--- src/common/sdio_pkg.sv ---
// Purpose: Constants and types for the six-line digital I/O port.
// Assumes: 125 MHz system clock.
// Notes: Function codes are a local encoding; line numbers are 1-based at the ports.
package sdio_pkg;
  // ==========================================
  // Sizes
  localparam int NUM_LINES = 6;
  localparam int AUTO_LINES = 3;
  localparam int IDX_W = 3;
  // ==========================================
  // Function codes
  localparam logic [1:0] FN_AUTO = 2'h0;
  localparam logic [1:0] FN_DRIVE_HIGH = 2'h1;
  localparam logic [1:0] FN_DRIVE_LOW = 2'h2;
  localparam logic [1:0] FN_INPUT = 2'h3;
  // Edge selection for the trigger line
  localparam logic [1:0] EDGE_FALL = 2'h0;
  localparam logic [1:0] EDGE_RISE = 2'h1;
  localparam logic [1:0] EDGE_BOTH = 2'h2;
  // ==========================================
  // Error code and timing
  localparam logic [9:0] ERR_NOT_INPUT = 10'h1FC;
  localparam int CLK_MHZ = 125;
  localparam int PULSE_US = 10;
  localparam int PULSE_CYC = PULSE_US * CLK_MHZ;
  localparam int CNT_W = 11;
  localparam logic [CNT_W-1:0] PULSE_LAST = CNT_W'(PULSE_CYC - 1);
  localparam logic [1:0] RESET_EDGE = EDGE_FALL;
  typedef enum logic [1:0] {SDIO_IDLE, SDIO_PULSE} sdio_pulse_state_t;
endpackage

--- src/hw/sdio_port.sv ---
// Purpose: Six-line digital I/O port with automatic trigger and pulse roles.
// Assumes: Pins are sampled asynchronously; commands come from logic on CLK_SYS.
// Notes: Output enable is active low; a released line reads whatever the outside drives.
module sdio_port
  import sdio_pkg::*;
(
  // Clock and reset
  input wire logic CLK_SYS,
  input wire logic RST_B,
  // Function write: one-cycle strobe, line index 1..6
  input wire logic FUNC_WR,
  input wire logic [IDX_W-1:0] FUNC_LINE,
  input wire logic [1:0] FUNC_SEL,
  input wire logic RECALL,
  input wire logic [1:0] EDGE_SEL,
  // Data read: one-cycle strobe, line index 1..6
  input wire logic READ_REQ,
  input wire logic [IDX_W-1:0] READ_LINE,
  // Events from the instrument
  input wire logic MEAS_DONE,
  input wire logic OVERVOLTAGE_TRIP,
  input wire logic OVERCURRENT_TRIP,
  input wire logic OVERTEMP_TRIP,
  input wire logic SENSE_REVERSED,
  // Pins
  input wire logic [NUM_LINES-1:0] LINE_IN,
  output logic [NUM_LINES-1:0] LINE_OUT,
  output logic [NUM_LINES-1:0] LINE_OE_B,
  // Answers
  output logic [2*NUM_LINES-1:0] FUNC_STATE,
  output logic TRIG_OUT,
  output logic FUNC_REJECT,
  output logic READ_VALID,
  output logic READ_DATA,
  output logic READ_ERR,
  output logic [9:0] READ_ERR_CODE
);
  // ==========================================
  // Storage and synchronisers
  logic [1:0] func_reg [NUM_LINES];
  logic [1:0] edge_reg;
  logic [NUM_LINES-1:0] sync1_reg;
  logic [NUM_LINES-1:0] sync2_reg;
  logic trig_prev_reg;
  logic [CNT_W-1:0] cnt2_reg;
  logic [CNT_W-1:0] cnt3_reg;
  sdio_pulse_state_t st2_reg;
  sdio_pulse_state_t st3_reg;
  logic any_protection_trip;
  logic wr_ok;
  logic [IDX_W-1:0] wr_i;
  logic [IDX_W-1:0] rd_i;
  logic rd_in_range;

  assign wr_i = FUNC_LINE - IDX_W'(1);
  assign rd_i = READ_LINE - IDX_W'(1);
  assign rd_in_range = (READ_LINE >= IDX_W'(1)) && (READ_LINE <= IDX_W'(NUM_LINES));
  assign wr_ok = (FUNC_LINE >= IDX_W'(1)) && (FUNC_LINE <= IDX_W'(NUM_LINES))
                 && (FUNC_SEL != FN_AUTO || FUNC_LINE <= IDX_W'(AUTO_LINES));
  assign any_protection_trip = OVERVOLTAGE_TRIP | OVERCURRENT_TRIP | OVERTEMP_TRIP | SENSE_REVERSED;

  // ==========================================
  // Per-line function and pin drive
  genvar g;
  generate
    for (g = 0; g < NUM_LINES; g++) begin : g_line
      always_ff @(posedge CLK_SYS or negedge RST_B) begin
        if (!RST_B) begin
          func_reg[g] <= (g < AUTO_LINES) ? FN_AUTO : FN_INPUT;
        end else if (RECALL) begin
          func_reg[g] <= (g < AUTO_LINES) ? FN_AUTO : FN_INPUT;
        end else if (FUNC_WR && wr_ok && wr_i == IDX_W'(g)) begin
          func_reg[g] <= FUNC_SEL;
        end
      end

      always_ff @(posedge CLK_SYS or negedge RST_B) begin
        if (!RST_B) begin
          LINE_OUT[g] <= 1'b0;
          LINE_OE_B[g] <= 1'b1;
          FUNC_STATE[2*g+1:2*g] <= (g < AUTO_LINES) ? FN_AUTO : FN_INPUT;
        end else begin
          FUNC_STATE[2*g+1:2*g] <= func_reg[g];
          unique case (func_reg[g])
            FN_DRIVE_HIGH: begin
              LINE_OUT[g] <= 1'b1;
              LINE_OE_B[g] <= 1'b0;
            end
            FN_DRIVE_LOW: begin
              LINE_OUT[g] <= 1'b0;
              LINE_OE_B[g] <= 1'b0;
            end
            FN_INPUT: begin
              LINE_OUT[g] <= 1'b0;
              LINE_OE_B[g] <= 1'b1;
            end
            FN_AUTO: begin
              // Line one listens; lines two and three carry the pulses
              LINE_OUT[g] <= (g == 1) ? (st2_reg == SDIO_PULSE) : (g == 2) ? (st3_reg == SDIO_PULSE) : 1'b0;
              LINE_OE_B[g] <= (g == 1 || g == 2) ? 1'b0 : 1'b1;
            end
          endcase
        end
      end
    end
  endgenerate

  // ==========================================
  // two-stage sync
  always_ff @(posedge CLK_SYS or negedge RST_B) begin
    if (!RST_B) begin
      sync1_reg <= '0;
      sync2_reg <= '0;
    end else begin
      sync1_reg <= LINE_IN;
      sync2_reg <= sync1_reg;
    end
  end

  // ==========================================
  // Trigger input on line one
  always_ff @(posedge CLK_SYS or negedge RST_B) begin
    if (!RST_B) begin
      edge_reg <= RESET_EDGE;
    end else if (RECALL) begin
      edge_reg <= RESET_EDGE;
    end else if (EDGE_SEL != 2'h3) begin
      // Code 3 is unused; keeping the old setting stops it acting as both edges
      edge_reg <= EDGE_SEL;
    end
  end

  always_ff @(posedge CLK_SYS or negedge RST_B) begin
    if (!RST_B) begin
      trig_prev_reg <= 1'b0;
      TRIG_OUT <= 1'b0;
    end else begin
      trig_prev_reg <= sync2_reg[0];
      TRIG_OUT <= (func_reg[0] == FN_AUTO) &&
                  (((edge_reg != EDGE_RISE) && trig_prev_reg && !sync2_reg[0]) ||
                   ((edge_reg != EDGE_FALL) && !trig_prev_reg && sync2_reg[0]));
    end
  end

  // ==========================================
  // Pulse timers; a new event during a pulse restarts nothing
  // completion pulse
  always_ff @(posedge CLK_SYS or negedge RST_B) begin
    if (!RST_B) begin
      st2_reg <= SDIO_IDLE;
      cnt2_reg <= '0;
    end else if (st2_reg == SDIO_IDLE) begin
      cnt2_reg <= '0;
      if (MEAS_DONE && func_reg[1] == FN_AUTO) begin
        st2_reg <= SDIO_PULSE;
      end
    end else if (cnt2_reg == PULSE_LAST) begin
      st2_reg <= SDIO_IDLE;
    end else begin
      cnt2_reg <= cnt2_reg + CNT_W'(1);
    end
  end

  always_ff @(posedge CLK_SYS or negedge RST_B) begin
    if (!RST_B) begin
      st3_reg <= SDIO_IDLE;
      cnt3_reg <= '0;
    end else if (st3_reg == SDIO_IDLE) begin
      cnt3_reg <= '0;
      if (any_protection_trip && func_reg[2] == FN_AUTO) begin
        st3_reg <= SDIO_PULSE;
      end
    end else if (cnt3_reg == PULSE_LAST) begin
      st3_reg <= SDIO_IDLE;
    end else begin
      cnt3_reg <= cnt3_reg + CNT_W'(1);
    end
  end

  // ==========================================
  // Function write refusal and data read
  always_ff @(posedge CLK_SYS or negedge RST_B) begin
    if (!RST_B) begin
      FUNC_REJECT <= 1'b0;
    end else begin
      FUNC_REJECT <= FUNC_WR && !wr_ok && !RECALL;
    end
  end

  always_ff @(posedge CLK_SYS or negedge RST_B) begin
    if (!RST_B) begin
      READ_VALID <= 1'b0;
      READ_DATA <= 1'b0;
      READ_ERR <= 1'b0;
      READ_ERR_CODE <= '0;
    end else begin
      READ_VALID <= 1'b0;
      READ_ERR <= 1'b0;
      READ_DATA <= 1'b0;
      READ_ERR_CODE <= '0;
      if (READ_REQ) begin
        if (rd_in_range && func_reg[rd_i] == FN_INPUT) begin
          READ_VALID <= 1'b1;
          READ_DATA <= sync2_reg[rd_i];
        end else begin
          READ_ERR <= 1'b1;
          READ_ERR_CODE <= ERR_NOT_INPUT;
        end
      end
    end
  end

  // Separate tally of the completion pulse, so the length checks do not lean on cnt2_reg
  logic [CNT_W-1:0] len2_reg;

  always_ff @(posedge CLK_SYS or negedge RST_B) begin
    if (!RST_B) begin
      len2_reg <= '0;
    end else if (st2_reg == SDIO_PULSE) begin
      len2_reg <= len2_reg + CNT_W'(1);
    end else begin
      len2_reg <= '0;
    end
  end
endmodule

--- config.mk ---
export PLATFORM = sky130hd
export DESIGN_NAME = sdio_port
export DESIGN_NICKNAME = d
export VERILOG_FILES = /design/src/common/sdio_pkg.sv /design/src/hw/sdio_port.sv
export SDC_FILE = /design/constraint.sdc
export NUM_CORES = 1
export LEC_CHECK = 0
export BUFFER_PORTS_ARGS = -buffer_cell sky130_fd_sc_hd__buf_4
export CAP_MARGIN = 20
export CORE_MARGIN = 1.5
export CORE_UTILIZATION = 40
export CTS_BUF_LIST = sky130_fd_sc_hd__clkbuf_4 sky130_fd_sc_hd__clkbuf_8
export DETAILED_ROUTE_END_ITERATION = 16
export PLACE_DENSITY = 0.58
export SYNTH_ARGS = -nofsm -noshare
export SYNTH_HDL_FRONTEND = slang
export SYNTH_SLANG_ARGS = --single-unit
export TNS_END_PERCENT = 50
--- constraint.sdc ---
create_clock -name CLK_SYS -period 1.61 [get_ports CLK_SYS]
set_input_delay 0.322 -clock CLK_SYS [delete_from_list [all_inputs] [get_ports CLK_SYS]]
set_output_delay 0.322 -clock CLK_SYS [all_outputs]
set_load 0.02 [all_outputs]
### Word level (Yosys, flattened, before mapping)

Cells that the tools add are included.

* register bits: 92
* input bits: 26
* word-level logic and storage cells: 200

* $add $sub $neg: 4
* order comparisons: 7
* equality and inequality tests: 34
* muxes and demuxes: 49
* bitwise operators: 4
* reduce and logical (&&, ||, !) cells: 64

Operators with widths (count)
* $mux 11: 4
* $mux 2: 22
* $eq 2x2->1 const B: 13
* $add 11x1->11 const B: 2
* $eq 11x11->1 const B: 2
* $reduce_bool 2->1: 11
* $logic_and 1x1->1: 20
* $pmux 1 s2: 10
* $reduce_or 2->1: 10
* $mux 9: 2
* $reduce_or 3->1: 6
* $eq 2x1->1 const B: 8
* $logic_not 2->1: 8
* $mux 1: 7
* $bmux 2 s3: 1
* $eq 3x2->1 const B: 2
* $eq 3x3->1 const B: 2
* $ge 3x1->1 const B: 2
* $le 3x3->1 const B: 2
* $ne 2x1->1 const B: 3
* $ne 2x2->1 const B: 3
* $pmux 1 s3: 2
* $sub 3x1->3 const B: 2
* $ge 4x4->1 const B: 1
* 10 further kinds: 17

### Depth between registers and ports, before layout

* depth after elaboration: 9
* gate-level depth with buffers: 7

### Least setup slack after synthesis

OpenSTA, ideal clock, no wires.

* path kind: input -> register
* start point: in READ_LINE[0]
* end point: reg READ_ERR_CODE[7]
* arrival: 1.516 ns
* data required time: 1.486 ns
* setup slack: -0.030 ns
* stages: 7
* path buffers: 1
* cell sequence: buf_4 -> inv_1 -> ha_1 -> nand2_1 -> o31ai_1 -> o21ai_1 -> o31a_1

* cells in the longest elaborated chain, start to end: 9
* elaborated cells between the ends (all ways): 12
* those cells by class: add/sub (1); order compare (2); eq/ne (1); mux (5); bitwise (1); reduce/logical (2)

RTL lines
* start, declared: RTL line sdio_port.sv:18 `input wire logic [IDX_W-1:0] READ_LINE,`
* $sub 3x1->3: RTL line sdio_port.sv:56 `assign rd_i = READ_LINE - IDX_W'(1);`
* $not 3->4 (implied by the code): RTL line sdio_port.sv:202 `if (rd_in_range && func_reg[rd_i] == FN_INPUT) begin`
* $bmux 2 s3: RTL line sdio_port.sv:202
* $mux 2 (implied by the code) (2 in series): RTL line sdio_port.sv:202
* $eq 2x2->1: RTL line sdio_port.sv:202
* $logic_and 1x1->1 (*): RTL line sdio_port.sv:202
* $mux 9 (*): RTL line sdio_port.sv:202
* $mux 9 (*): RTL line sdio_port.sv:201 `if (READ_REQ) begin`
* end signal, assigned: RTL line sdio_port.sv:195 `READ_ERR_CODE <= '0;`
* end signal, assigned: RTL line sdio_port.sv:200 `READ_ERR_CODE <= '0;`
* end signal, assigned: RTL line sdio_port.sv:207 `READ_ERR_CODE <= ERR_NOT_INPUT;`
* end, declared: RTL line sdio_port.sv:36 `output logic [9:0] READ_ERR_CODE`

Every way passes the cells marked *; elsewhere a longest branch is shown, timed or not. The select of a mux whose other input is x is not followed.
A chain may end at the register's enable or synchronous reset.

### Final worst setup path

* start point: reg cnt2_reg[4]
* end point: reg cnt2_reg[0]

* cells in the longest elaborated chain, start to end: 2

RTL lines
* start, declared: RTL line sdio_port.sv:45 `logic [CNT_W-1:0] cnt2_reg;`
* start signal, assigned: RTL line sdio_port.sv:160 `cnt2_reg <= cnt2_reg + CNT_W'(1);`
* $eq 11x11->1: RTL line sdio_port.sv:157 `end else if (cnt2_reg == PULSE_LAST) begin`
* $ne 2x2->1 (no source line)

Every way passes these cells.

==> results.ini <==
[synthesis]
yosysTopAreaCell=dfrtp_1
synth_cell_types=55
synth_area_leaders=dfrtp_1 45%, dfstp_2 14%, ha_1 4.7%
synth.top_cell.area_share=0.453
synth_ff_type=dfrtp_1
synth_seq_cells=80
synth_edf_count=0
yosysSeqAreaShare=0.591
syn_inst=280
yosys_warnings=0
async_flop_share=1.00
syn_area_um2=3430
syn_area_per_cell_um2=12.2

[power_and_ir_drop]
comb_power_share=0.156
p_clk_frac=0.360
sw_frac_of_total=0.257
power_density_nw_per_um2=1050
power.switching_w=0.00117
irDropWorstVdd_mv=0.554
p_seq_frac=0.484
internal_power_w=0.00338
leakagePower_nw=2.03
power_w=0.00455

[critical_path]
critical-path-slowest-cell=dfrtp_1
crit_arrival_ns=1.74
crit_chain=nor4_1 -> nand4_1 -> xor2_1 -> and2_1
crit_fanout=5
crit_path_start_kind=register
worstSetupEndpointType=register
max_stage_delay_ns=0.42
r2r_setup_slack_ns=0.11
crit_type=register to register
crit_required_ns=1.85

[clocking]
clock_path_buffers=2
insertion_delay_ns=0.35
htree_levels=3
cts_sinks=80
clkTransAtPathRegs_ns=0.09
cts-buffers-inserted=9
root_buffer=clkbuf_8
tritoncts=yes

[sta]
hold_ws_ns=0.0689
hold_viol_final=0
finalCritPeriodShare=0.933
grt_setup_unrepaired=true
setup-violations-final=0
period_needed_ns=1.50
finalSetupTns_ns=0
fin_skew_ns=0.00943
maxSlewViolCount=0
max_freq_mhz=666

[drt]
vias=2257
via_per_inst=4.82
first_pass_iters=4
ant_nets=0
drc=0
wirelength_um=6400
post_drt_wl_per_cell_um=13.7
drtIter0Drc=73

[die]
die-area_um2=9130
die_h_um=95.6
initial_core_util=0.415
die_w_um=95.6
rows=33
fp.coreArea_um2=8260
ioPinCount=65

[finish]
nets=397
n_fill_cell=752
antenna_cells=0
syn_to_final_growth_pct=26.7
stdcell_count=468
drive_gt1_frac=0.347

[grt]
grt_pass1_wl_um=10700
grt_max_degree=48
track_usage=0.156
grt-ovfl-total=0
antenna_found_initial=0
grt_pass1_vias=2283

[placement]
portBuffers=61
gp_congestion=0.737
hpwlAfterDp_um=4620
placed_cells=451

[status]
status=finished clean

[run]
max_cap_violations=0

[hold_path]
hold_class=input pin to register

-- path summary, 6_finish.rpt --
check                        startpoint      endpoint  cells after the start
min in group asynchronous         RST_B  sync2_reg[3]                      3
max reg2reg                 cnt2_reg[4]   cnt2_reg[0]                      4
max                         cnt2_reg[4]   cnt2_reg[0]                      4
max in group asynchronous         RST_B  LINE_OE_B[1]                      3
min                          LINE_IN[5]  sync1_reg[5]                      1
min reg2reg                sync1_reg[2]  sync2_reg[2]                      0
-- power groups by stage --
stage	combinational (W)	clock (W)	sequential, W
after floorplan	0.000337	0	0.00229
after global placement	0.000706	0	0.00224
after detailed placement	0.000715	0	0.00224
after CTS	0.000719	0.00170	0.00220
after global routing	0.000782	0.00177	0.00222
final	0.000707	0.00164	0.00220
-- cells by family (layout without fill, tap and decap cells) --
family                   after synthesis  count (layout)  synth area share
flip-flops                            80              80             0.591
buffers and inverters                 32             113            0.0478
multiplexers                          10              10            0.0329
XOR/XNOR                              18              18            0.0460
other                                  1               3           0.00109
AO/OA/AOI/OAI                         28              28            0.0610
adder cells (fa/ha/maj)               13              13            0.0475
AND/OR/NAND/NOR                       98              98             0.173
-- stage by stage --
step                      utilization  cell area (um2)  setup slack (ns)
after floorplan                     -             3450            0.0282
after global placement          0.497             4100            -0.118
after detailed placement        0.497             4100            -0.147
after CTS                       0.525             4340            0.0852
after global routing            0.526             4340          -0.00535
final                           0.526             4340             0.109
-- timing repair --
action | in CTS | in global routing
buffers inserted | 0 | 0
gates resized for setup | 0 | 1
endpoints found under the setup margin | 0 | 2
hold buffers | 1 | 0
hold endpoints to repair | 62 | 0
-- cell usage in the layout, fill, tap and decap left out, drive strengths merged, types with 4 or more instances in the layout --
cell type / synthesis / final
and2: 18 / 18
and3: 4 / 4
buf: 13 / 80
clkbuf: 3 / 10
dfrtp: 62 / 62
dfstp: 18 / 18
ha: 13 / 13
inv: 16 / 17
mux2i: 9 / 9
nand2: 18 / 18
nand3: 8 / 8
nand4: 8 / 8
nor2: 15 / 15
nor3: 6 / 6
o21ai: 6 / 6
xnor2: 14 / 14
xor2: 4 / 4
-- cell usage after synthesis (2+ instances only) --
cell / n
o211a_1: 3
a21oi_1: 3
o21ai_1: 2
xor2_1: 4
nor4b_2: 3
nor4_1: 2
nand2_1: 17
dfstp_2: 18
clkbuf_1: 3
o21ai_0: 4
and2_1: 18
buf_4: 11
nand3_1: 8
nand4_1: 8
nor3_1: 5
ha_1: 13
nor2_1: 15
and4_1: 2
xnor2_1: 14
and3_1: 4
mux2i_1: 9
inv_1: 16
buf_2: 2
o211ai_1: 2
dfrtp_1: 62
o21a_1: 2
nor3b_1: 2
-- layer usage --
layer / up-vias / track usage / wire length (um)
met4: 0 / 0.0576 / 97
met3: 12 / 0.0526 / 263
met2: 36 / 0.250 / 3160
met1: 1105 / 0.194 / 2880
met5: - / 0 / 0
li1: 1104 / - / -
-- critical path: cells and delay by family, from the launching register on --
kind,cells,cell delay [ns]
and+or+nand+nor,3,0.76
DFF,1,0.42
xor gates and xnor gates,1,0.22
-- area by class of cell --
type	instances	area, um2	area share
Timing Repair Buffer	81	636	0.146
Multi-Input combinational cell	170	1260	0.291
Tap cell	105	131	0.0303
Inverter	16	60.1	0.0138
Sequential cell	80	2020	0.466
Clock inverter	6	93.8	0.0216
Clock buffer	10	131	0.0303
Power figures use the tool's default switching activity.
